### src/hw/smc_cfg.svh
`ifndef SMC_CFG_SVH
`define SMC_CFG_SVH

// register address and layout
`define SMC_CTRL_ADDR 8'hDF
`define SMC_CTRL_RESET 8'hDE
`define SMC_BIT_DIG_OK 7
`define SMC_BIT_ANA_OK 6
`define SMC_BIT_LOW_FLAG 5
`define SMC_BIT_DIG_SEL_HI 4
`define SMC_BIT_DIG_SEL_LO 3
`define SMC_BIT_ANA_SEL_HI 2
`define SMC_BIT_ANA_SEL_LO 1
`define SMC_BIT_ENABLE 0
`define SMC_WMASK 8'h3F

// timing
`define SMC_CLK_HZ 125000000
`define SMC_RECOVERY_MS 250
`define SMC_RECOVERY_CYCLES ((`SMC_CLK_HZ / 1000) * `SMC_RECOVERY_MS)
`define SMC_GLITCH_NS 1000
`define SMC_GLITCH_CYCLES ((`SMC_GLITCH_NS * 125 + 999) / 1000)

`endif

### src/hw/smc_pkg.sv
package smc_pkg;

    // trip point codes, millivolts in the names
    typedef enum logic [1:0] {
        TRIP_4630 = 2'h0,
        TRIP_3080 = 2'h1,
        TRIP_2930 = 2'h2,
        TRIP_2630 = 2'h3
    } smc_trip_t;

    typedef struct packed {
        logic enable;
        smc_trip_t digitalTrip;
        smc_trip_t analogTrip;
    } smc_analog_ctl_t;

    typedef struct packed {
        logic wrEn;
        logic rdEn;
        logic [7:0] addr;
        logic [7:0] wdata;
    } smc_sfr_req_t;

    typedef enum logic {
        REC_IDLE,
        REC_COUNT
    } smc_rec_state_t;

endpackage

### src/hw/smc_glitch_filter.sv
`timescale 1ns/100ps
`include "smc_cfg.svh"

module smc_glitch_filter #(
    parameter int CYCLES = `SMC_GLITCH_CYCLES,
    parameter int CW = 16
) (
    input wire logic core_clk,
    input wire logic rst_n,
    input wire logic rawIn,
    input wire logic clearHigh,
    output logic filtOut
);

    typedef struct packed {
        logic sync1;
        logic sync2;
        logic out;
        logic [CW-1:0] cnt;
    } smc_filt_state_t;

    smc_filt_state_t s_q;
    smc_filt_state_t s_d;

    always_comb begin
        s_d = s_q;
        s_d.sync1 = rawIn;
        s_d.sync2 = s_q.sync1;
        if (clearHigh) begin
            s_d.out = 1'b1;
            s_d.cnt = '0;
        end else if (s_q.sync2 == s_q.out) begin
            s_d.cnt = '0;
        end else if (s_q.cnt == CW'(CYCLES - 1)) begin
            // only a level held for the whole window is taken
            s_d.out = s_q.sync2;
            s_d.cnt = '0;
        end else begin
            s_d.cnt = s_q.cnt + CW'(1);
        end
    end

    always_ff @(posedge core_clk or negedge rst_n) begin
        if (!rst_n) begin
            s_q <= '{sync1: 1'b1, sync2: 1'b1, out: 1'b1, cnt: '0};
        end else begin
            s_q <= s_d;
        end
    end

    assign filtOut = s_q.out;

endmodule // smc_glitch_filter

### src/hw/smc_supply_monitor.sv
// Functional notes
// - bit 0 enables the monitor; zero disables it.
// - two-bit digital trip field selects 4.63, 3.08, 2.93 or 2.63 V.
// - two-bit analog trip field uses the same four-way encoding.
// - bit 7 reads the digital comparator, one when above trip.
// - bit 6 reads the analog comparator, one when above trip.
// - flag bit 5 sets whenever either comparator reads low while bit 0 is set and stays set.
// - both comparators high and staying high starts a 250 ms count.
// - count expiry clears the flag automatically.
// - software may write the flag.
// - software clear has no effect while either comparator is low, unless the same write clears bit 0.
// - set flag requests a core interrupt when enabled there.
// - comparator inputs are filtered against brief glitches.
`timescale 1ns/100ps
`include "smc_cfg.svh"

module smc_supply_monitor #(
    parameter int RECOVERY_CYCLES = `SMC_RECOVERY_CYCLES,
    parameter int GLITCH_CYCLES = `SMC_GLITCH_CYCLES
) (
    input wire logic core_clk,
    input wire logic rst_n,
    input smc_pkg::smc_sfr_req_t sfrReq,
    output logic [7:0] sfrRdata,
    input wire logic digitalCmpRaw,
    input wire logic analogCmpRaw,
    output smc_pkg::smc_analog_ctl_t analogCtl,
    input wire logic irqEnable,
    output logic lowSupplyIrq
);

    ////////////////////////////////////////////////////////////////////////
    // filtered comparators

    logic digitalOk;
    logic analogOk;
    logic monitorOn;

    smc_glitch_filter #(.CYCLES(GLITCH_CYCLES), .CW(16)) uDigFilt (
        .core_clk(core_clk),
        .rst_n(rst_n),
        .rawIn(digitalCmpRaw),
        .clearHigh(!monitorOn),
        .filtOut(digitalOk)
    );

    smc_glitch_filter #(.CYCLES(GLITCH_CYCLES), .CW(16)) uAnaFilt (
        .core_clk(core_clk),
        .rst_n(rst_n),
        .rawIn(analogCmpRaw),
        .clearHigh(!monitorOn),
        .filtOut(analogOk)
    );

    ////////////////////////////////////////////////////////////////////////
    // state

    typedef struct packed {
        logic enable;
        smc_pkg::smc_trip_t digitalTrip;
        smc_pkg::smc_trip_t analogTrip;
        logic lowFlag;
        smc_pkg::smc_rec_state_t recState;
        logic [31:0] recCnt;
        logic [7:0] rdata;
        logic irq;
    } smc_state_t;

    smc_state_t s_q;
    smc_state_t s_d;

    // reset image of the control byte; enable and trip fields load from it
    localparam logic [7:0] CTRL_RESET = `SMC_CTRL_RESET;

    assign monitorOn = s_q.enable;

    function automatic logic hitCtrl(input smc_pkg::smc_sfr_req_t r, input logic isWrite);
        hitCtrl = (isWrite ? r.wrEn : r.rdEn) && (r.addr == `SMC_CTRL_ADDR);
    endfunction

    ////////////////////////////////////////////////////////////////////////
    // next state

    logic suppliesOk;
    logic wrHit;
    logic [7:0] ctrlView;

    always_comb begin
        suppliesOk = digitalOk && analogOk;
        wrHit = hitCtrl(sfrReq, 1'b1);
        ctrlView = {digitalOk, analogOk, s_q.lowFlag, s_q.digitalTrip, s_q.analogTrip,
                    s_q.enable};
        s_d = s_q;

        if (wrHit) begin
            s_d.enable = sfrReq.wdata[`SMC_BIT_ENABLE];
            s_d.digitalTrip = smc_pkg::smc_trip_t'(
                sfrReq.wdata[`SMC_BIT_DIG_SEL_HI:`SMC_BIT_DIG_SEL_LO]);
            s_d.analogTrip = smc_pkg::smc_trip_t'(
                sfrReq.wdata[`SMC_BIT_ANA_SEL_HI:`SMC_BIT_ANA_SEL_LO]);
            if (sfrReq.wdata[`SMC_BIT_LOW_FLAG] || suppliesOk) begin
                s_d.lowFlag = sfrReq.wdata[`SMC_BIT_LOW_FLAG];
            end
        end

        unique case (s_q.recState)
            smc_pkg::REC_IDLE: begin
                if (s_q.lowFlag && suppliesOk) begin
                    s_d.recState = smc_pkg::REC_COUNT;
                    s_d.recCnt = '0;
                end
            end
            smc_pkg::REC_COUNT: begin
                if (!suppliesOk || !s_q.lowFlag) begin
                    // supply dipped again: the full interval restarts later
                    s_d.recState = smc_pkg::REC_IDLE;
                    s_d.recCnt = '0;
                end else if (s_q.recCnt == 32'(RECOVERY_CYCLES - 1)) begin
                    s_d.lowFlag = 1'b0;
                    s_d.recState = smc_pkg::REC_IDLE;
                    s_d.recCnt = '0;
                end else begin
                    s_d.recCnt = s_q.recCnt + 32'h1;
                end
            end
        endcase

        // set on low supply; set wins over software and recovery clears, but disable clears it
        if (s_q.enable && !suppliesOk) begin
            s_d.lowFlag = 1'b1;
        end

        if (!s_d.enable) begin
            s_d.lowFlag = 1'b0;
            s_d.recState = smc_pkg::REC_IDLE;
            s_d.recCnt = '0;
        end

        s_d.rdata = hitCtrl(sfrReq, 1'b0) ? ctrlView : 8'h00;
        s_d.irq = s_d.lowFlag && irqEnable;
    end

    ////////////////////////////////////////////////////////////////////////
    // registers

    always_ff @(posedge core_clk or negedge rst_n) begin
        if (!rst_n) begin
            s_q.enable <= CTRL_RESET[`SMC_BIT_ENABLE];
            s_q.digitalTrip <= smc_pkg::smc_trip_t'(
                CTRL_RESET[`SMC_BIT_DIG_SEL_HI:`SMC_BIT_DIG_SEL_LO]);
            s_q.analogTrip <= smc_pkg::smc_trip_t'(
                CTRL_RESET[`SMC_BIT_ANA_SEL_HI:`SMC_BIT_ANA_SEL_LO]);
            s_q.lowFlag <= 1'b0;
            s_q.recState <= smc_pkg::REC_IDLE;
            s_q.recCnt <= '0;
            s_q.rdata <= 8'h00;
            s_q.irq <= 1'b0;
        end else begin
            s_q <= s_d;
        end
    end

    assign sfrRdata = s_q.rdata;
    assign lowSupplyIrq = s_q.irq;

    always_comb begin
        analogCtl.enable = s_q.enable;
        analogCtl.digitalTrip = s_q.digitalTrip;
        analogCtl.analogTrip = s_q.analogTrip;
    end

endmodule // smc_supply_monitor

### config.mk
export PLATFORM = sky130hd
export DESIGN_NAME = smc_supply_monitor
export DESIGN_NICKNAME = d
export VERILOG_FILES = /design/src/hw/smc_pkg.sv /design/src/hw/smc_glitch_filter.sv /design/src/hw/smc_supply_monitor.sv
export VERILOG_INCLUDE_DIRS = /design/src /design/src/hw
export SDC_FILE = /design/constraint.sdc
export NUM_CORES = 1
export LEC_CHECK = 0
export ABC_AREA = 1
export BUFFER_PORTS_ARGS = -buffer_cell sky130_fd_sc_hd__buf_2
export CORE_ASPECT_RATIO = 1.1
export CORE_UTILIZATION = 56
export CTS_BUF_LIST = sky130_fd_sc_hd__clkbuf_8
export CTS_CLUSTER_DIAMETER = 80
export DETAILED_ROUTE_END_ITERATION = 8
export MAX_ROUTING_LAYER = met4
export PLACE_DENSITY = 0.78
export SYNTH_ARGS = -nofsm -noshare
export SYNTH_HDL_FRONTEND = slang
export SYNTH_SLANG_ARGS = --single-unit
### constraint.sdc
create_clock -name core_clk -period 1.52 [get_ports core_clk]
set_input_delay 0.304 -clock core_clk [delete_from_list [all_inputs] [get_ports core_clk]]
set_output_delay 0.304 -clock core_clk [all_outputs]
set_load 0.05 [all_outputs]
== After elaboration in Yosys (flattened, before gate mapping) ==
Index checks and enable logic that the tools add are counted.
Storage, ports and cells
  input port bits: 23
  word-level logic and storage cells: 65
  flip-flop bits (word level): 86
Cells by class
  bitwise operators: 1
  reduce and logical (&&, ||, !) cells: 12
  muxes and demuxes: 22
  equality and inequality tests: 11
  add/subtract/negate cells: 3
Operator list (number)
  2-to-1 mux 33 bit: 2
  one-hot mux 33 bit (2 select lines): 1
  2-to-1 mux 16 bit: 4
  2-to-1 mux 17 bit: 2
  2-to-1 mux 34 bit: 1
  adder 16 x 1 -> 16 bit, second input constant: 2
  adder 32 x 1 -> 32 bit, second input constant: 1
  equality test 16 x 7 -> 1 bit, second input constant: 2
  equality test 32 x 25 -> 1 bit, second input constant: 1
  2-to-1 mux 32 bit: 1
  equality test 8 bit, second input constant: 1
  2-to-1 mux 1 bit: 8
  2-to-1 mux 8 bit: 1
  logical AND 1 bit: 6
  2-to-1 mux 6 bit: 1
  inequality test 2 x 1 -> 1 bit, second input constant: 2
  inequality test 2 bit, second input constant: 2
  AND reduction 2 bit: 2
  inequality test 3 bit, second input constant: 1
  equality test 1 bit: 2
  zero test 1 bit: 2
  logical OR 1 bit: 2
  2-to-1 mux 2 bit: 1
  NOT 1 bit: 1

== Longest topological paths before layout ==
  depth after elaboration: 10
  depth in mapped cells: 12
  gate-level depth less buffers: 12

== By module ==
From an unflattened synthesis, not the netlist that was laid out.
Second synthesis, totals
  cell total of the unflattened synthesis: 640
  area, all modules: 5061.1 um^2
Modules (own cells, without submodules)
  smc_supply_monitor: times used 1, area an instance 2944.1 um^2, cells each 382, seq. area each 1206.2 um^2
  smc_glitch_filter: times used 2, area an instance 1058.5 um^2, cells each 129, seq. area each 479.2 um^2

== Worst setup path before layout ==
Ideal clock, no wire load.
  path type: reg2reg
  from: register uDigFilt.s_q (netlist bit uDigFilt.filtOut)
  to: register s_q[17] (netlist name)
  path slack: 2 ps
  cell stages (with the launch flop): 9
  arrival: 1394 ps
  setup time: 124 ps
  clock period less this slack: 1518 ps
  cells stage by stage: dfstp_2 nand2_1 nor2_1 inv_1 nand3_4 inv_4 buf_6 nand2_1 o21ai_1
Between the ends
  longest elaborated chain between the ends: 6
  elaborated cells between the ends (all ways): 8
Ends and longest elaborated chain
  from (decl): line smc_glitch_filter.sv:22  | smc_filt_state_t s_q;
  from (signal assigned): line smc_glitch_filter.sv:45  | s_q <= '{sync1: 1'b1, sync2: 1'b1, out: 1'b1, cnt: '0};
  logical AND 1 bit *: line smc_supply_monitor.sv:89  | suppliesOk = digitalOk && analogOk;
  zero test 1 bit: line smc_supply_monitor.sv:114  | if (!suppliesOk || !s_q.lowFlag) begin
  logical OR 1 bit: line smc_supply_monitor.sv:114
  2-to-1 mux 33 bit: line smc_supply_monitor.sv:114
  one-hot mux 33 bit (2 select lines): line smc_supply_monitor.sv:106  | unique case (s_q.recState)
  2-to-1 mux 34 bit: line smc_supply_monitor.sv:133  | if (!s_d.enable) begin
  to (decl): line smc_supply_monitor.sv:69  | smc_state_t s_q;
Every way passes the cells marked *; elsewhere a longest branch is shown, timed or not.
A chain may end at the register's enable or synchronous reset.

== Final worst setup path ==
  from: register s_q[14] (netlist name)
  to: register s_q[33] (netlist name)
Between the ends
  longest elaborated chain between the ends: 5
  elaborated cells between the ends (all ways): 6
Ends and longest elaborated chain
  adder 32 x 1 -> 32 bit / equality test 32 x 25 -> 1 bit (equally long branches): line smc_supply_monitor.sv:123, smc_supply_monitor.sv:118
  2-to-1 mux 32 bit *: line smc_supply_monitor.sv:118  | end else if (s_q.recCnt == 32'(RECOVERY_CYCLES - 1)) begin
  2-to-1 mux 33 bit *: line smc_supply_monitor.sv:114
  one-hot mux 33 bit (2 select lines) *: line smc_supply_monitor.sv:106
  2-to-1 mux 34 bit *: line smc_supply_monitor.sv:133
Marks and branches as above.

==> flow_metrics.env <==
export IMPL_status="finished with violations"
export IMPL_violations="setup timing"
export IMPL_pin_count=37
export IMPL_postSynthCellCount=597
export IMPL_wirelength_met1_um=4921
export IMPL_grt_pass1_wl_um=18400
export IMPL_antenna_found_initial=0
export IMPL_dr_pass1_iters=5
export IMPL_coreArea_um2=8040
export IMPL_r2r_slack_ns=-0.14
export IMPL_maxCapViolCount=0
export IMPL_viasPerCell=5.379
export IMPL_area_growth_pct=30.39
export IMPL_min_path_type="input port to register"
export IMPL_path_buf_inv=2
export IMPL_start_util=0.5889
export IMPL_worstHoldEndpoint="uAnaFilt.s_d[17]"
export IMPL_cts_max_level=3
export IMPL_yosys_area_top_type="dfrtp_1"
export IMPL_cp_slowest_cell="dfrtp_2"
export IMPL_clock_fmax_mhz=602.0
export IMPL_wl_met3_um=480
export IMPL_wl_um=12420
export IMPL_required_ns=1.78
export IMPL_clkTransAtPathRegs_ns=0.09
export IMPL_crit_fanout=5
export IMPL_gp_congestion=0.9257
export IMPL_synthFlopType="dfrtp_1"
export IMPL_crit_chain="nand2_1 -> nor2_1 -> nand2_4 -> inv_4 -> nand2_4 -> nor2_4 -> nand3_2 -> nand2_1 -> inv_1 -> nand2_1 -> nand2_1"
export IMPL_finalHoldViolations=0
export IMPL_synth_cell_type_count=35
export IMPL_finalWorstSetupSlack_ns=-0.1412
export IMPL_timing_worst_slew_pin_value_ns=0.4033
export IMPL_cts_inserted_buffers=9
export IMPL_pre_cts_ws_ns=-0.1930
export IMPL_slew_viol_final=0
export IMPL_track_usage=0.2747
export IMPL_synth_enable_flop_cells=0
export IMPL_grt_pass1_vias=4326
export IMPL_fin_crit_sh=1.093
export IMPL_num_rows=34
export IMPL_synth_area_top_cells="dfrtp_1 40%, nand2_1 10%, nor2_1 7.2%, dfstp_2 5.5%, inv_1 5.5%"
export IMPL_highest_layer="met4"
export IMPL_cts_tree="built"
export IMPL_cp_end_kind="register"
export IMPL_syn_area_um2=4735
export IMPL_layout_common_cells="117 x nand2_1, 74 x nor2_1, 69 x dfrtp_1"
export IMPL_die_h_um=98.44
export IMPL_ant_nets=0
export IMPL_crit_type="register to register"
export IMPL_numClockSinks=86
export IMPL_cts_max_path_buffers=2
export IMPL_yosysWarningCount=0
export IMPL_synthArstFlopShare=1.000
export IMPL_hpwlAfterDp_um=7617
export IMPL_syn_nets=625
export IMPL_postSynthAreaPerCell_um2=7.931
export IMPL_drive_above_1_share=0.3244
export IMPL_yosysTopAreaCellShare=0.4017
export IMPL_maxSlewHeadroom=0.7287
export IMPL_crit_cells=11
export IMPL_dr_wl_met2_um=6715
export IMPL_r2r_cells=11
export IMPL_regArea_um2=2173
export IMPL_ys_seq_area_frac=0.4572
export IMPL_setup_tns_ns=-1.506
export IMPL_critical_path_top_delay_family="simple AND/OR/NAND/NOR gates"
export IMPL_wl_per_cell_um=15.21
export IMPL_grt_overflow_total=0
export IMPL_io_buffers=34
export IMPL_dieArea_um2=8827
export IMPL_drc_errors=0
export IMPL_cp_arrival_ns=1.92
export IMPL_setup_viol_count_final=25
export IMPL_fin_util=0.7678
export IMPL_skew_ns=0.01470
export IMPL_power_density_nw_per_um2=718.5
export IMPL_grt_max_degree=34
export IMPL_ys_seq_elements=86
export IMPL_max_stage_delay_ns=0.42
export IMPL_critPathLaunchType="register"
export IMPL_worst_path_most_repeated_cell="nand2_1"
export IMPL_r2r_start="s_q[14]"
export IMPL_holdPathStages=1
export IMPL_r2r_end="s_q[33]"
export IMPL_total_leakage_power_uw=0.002806
export IMPL_worstSkewPairLatency_ns=0.37
export IMPL_fp_dieW_um=89.67
export IMPL_finalNetCount=732
export IMPL_clock_root_buffer="clkbuf_8"
export IMPL_final_common_cell="nand2_1"
export IMPL_vias=4395
export IMPL_period_needed_ns=1.661
export IMPL_fill_cells=507
export IMPL_hold_path_startpoint="analogCmpRaw"
export IMPL_rsz0062_at_grt="true"
export IMPL_irDropWorstVdd_uv=466.8
export IMPL_drtIter0Drc=188
export IMPL_insertedDiodeCount=0
export IMPL_multi_input_area_um2=2454
-- through the flow --
| step | cell area [um^2] | instances | hold WS (ns) | total power (uW) |
|---|---|---|---|---|
| after floorplan | 4735 | 597 | 0.008409 | 2496 |
| after global placement | 5366 | 776 | 0.2289 | 2594 |
| after detailed placement | 5366 | 776 | 0.2282 | 2601 |
| after CTS | 5705 | 798 | 0.04610 | 4429 |
| after global routing | 6173 | 817 | 0.03294 | 4568 |
| final | 6173 | 817 | 0.04336 | 4436 |
-- timing repair --
action                                  4_1_cts  5_1_grt
hold buffers                                  1        0
cloned                                        0        1
hold endpoints to repair                     18        0
endpoints found under the setup margin       22       55
resized for setup                            21       83
pin swaps                                     8       38
buffers inserted                              5       20
-- state kept, by name, summed over array words and instances, names as in the netlist --
name              cells
s_q                  33
uAnaFilt.s_q         17
uDigFilt.s_q         17
sfrRdata              8
analogCtl             4
ctrlView              1
lowSupplyIrq          1
monitorOn             1
uAnaFilt.filtOut      1
uAnaFilt.s_d          1
uDigFilt.filtOut      1
uDigFilt.s_d          1
-- worst max path at each step --
stage,startpoint,endpoint
floorplan,uDigFilt.filtOut,s_q[17]
global placement,uDigFilt.s_q[1],uDigFilt.s_q[12]
detailed placement,uDigFilt.s_q[1],uDigFilt.s_q[12]
CTS,s_q[9],s_q[26]
global route,s_q[18],ctrlView[5]
finish,s_q[14],s_q[33]
-- where the power goes --
part           switching [uW]  internal (uW)
clock network             914            949
registers                16.9           2320
logic                     162           73.4
total                    1090           3340
-- area by class of cell --
cell class                      instances  area share
Inverter                               75     0.04722
Sequential cell                        86      0.3520
Clock inverter                          7     0.01682
Timing Repair Buffer                  115      0.1445
Multi-Input combinational cell        417      0.3974
Tap cell                              108     0.02189
Clock buffer                            9     0.02006
-- logic make-up (layout without fill, tap and decap cells) --
family | count (synthesis) | in the layout | synth area share
muxes | 1 | 1 | 0.002114
adders and majority gates | 5 | 5 | 0.01321
DFF | 86 | 86 | 0.4572
buffers and inverters | 94 | 206 | 0.09091
AOI/OAI and AO/OA | 57 | 57 | 0.06660
and+or+nand+nor | 322 | 322 | 0.3108
xor gates and xnor gates | 32 | 32 | 0.05920
-- cells in the mapped netlist, types with 6 or more instances --
| library cell | n |
|---|---|
| a21oi_1 | 14 |
| buf_4 | 13 |
| dfrtp_1 | 76 |
| dfstp_2 | 10 |
| inv_1 | 70 |
| nand2_1 | 132 |
| nand3_1 | 32 |
| nand4_1 | 21 |
| nor2_1 | 91 |
| nor3_1 | 22 |
| o21ai_0 | 15 |
| o21ai_1 | 13 |
| o22ai_1 | 6 |
| xnor2_1 | 7 |
| xor2_1 | 25 |
-- metal layers --
metal | vias up | global-route usage
met4 | 0 | 0.1074
met2 | 139 | 0.4773
li1 | 2116 | -
met1 | 2100 | 0.3119
met5 | - | -
met3 | 40 | 0.04188
Note: power is estimated with default switching activity, not from simulation.
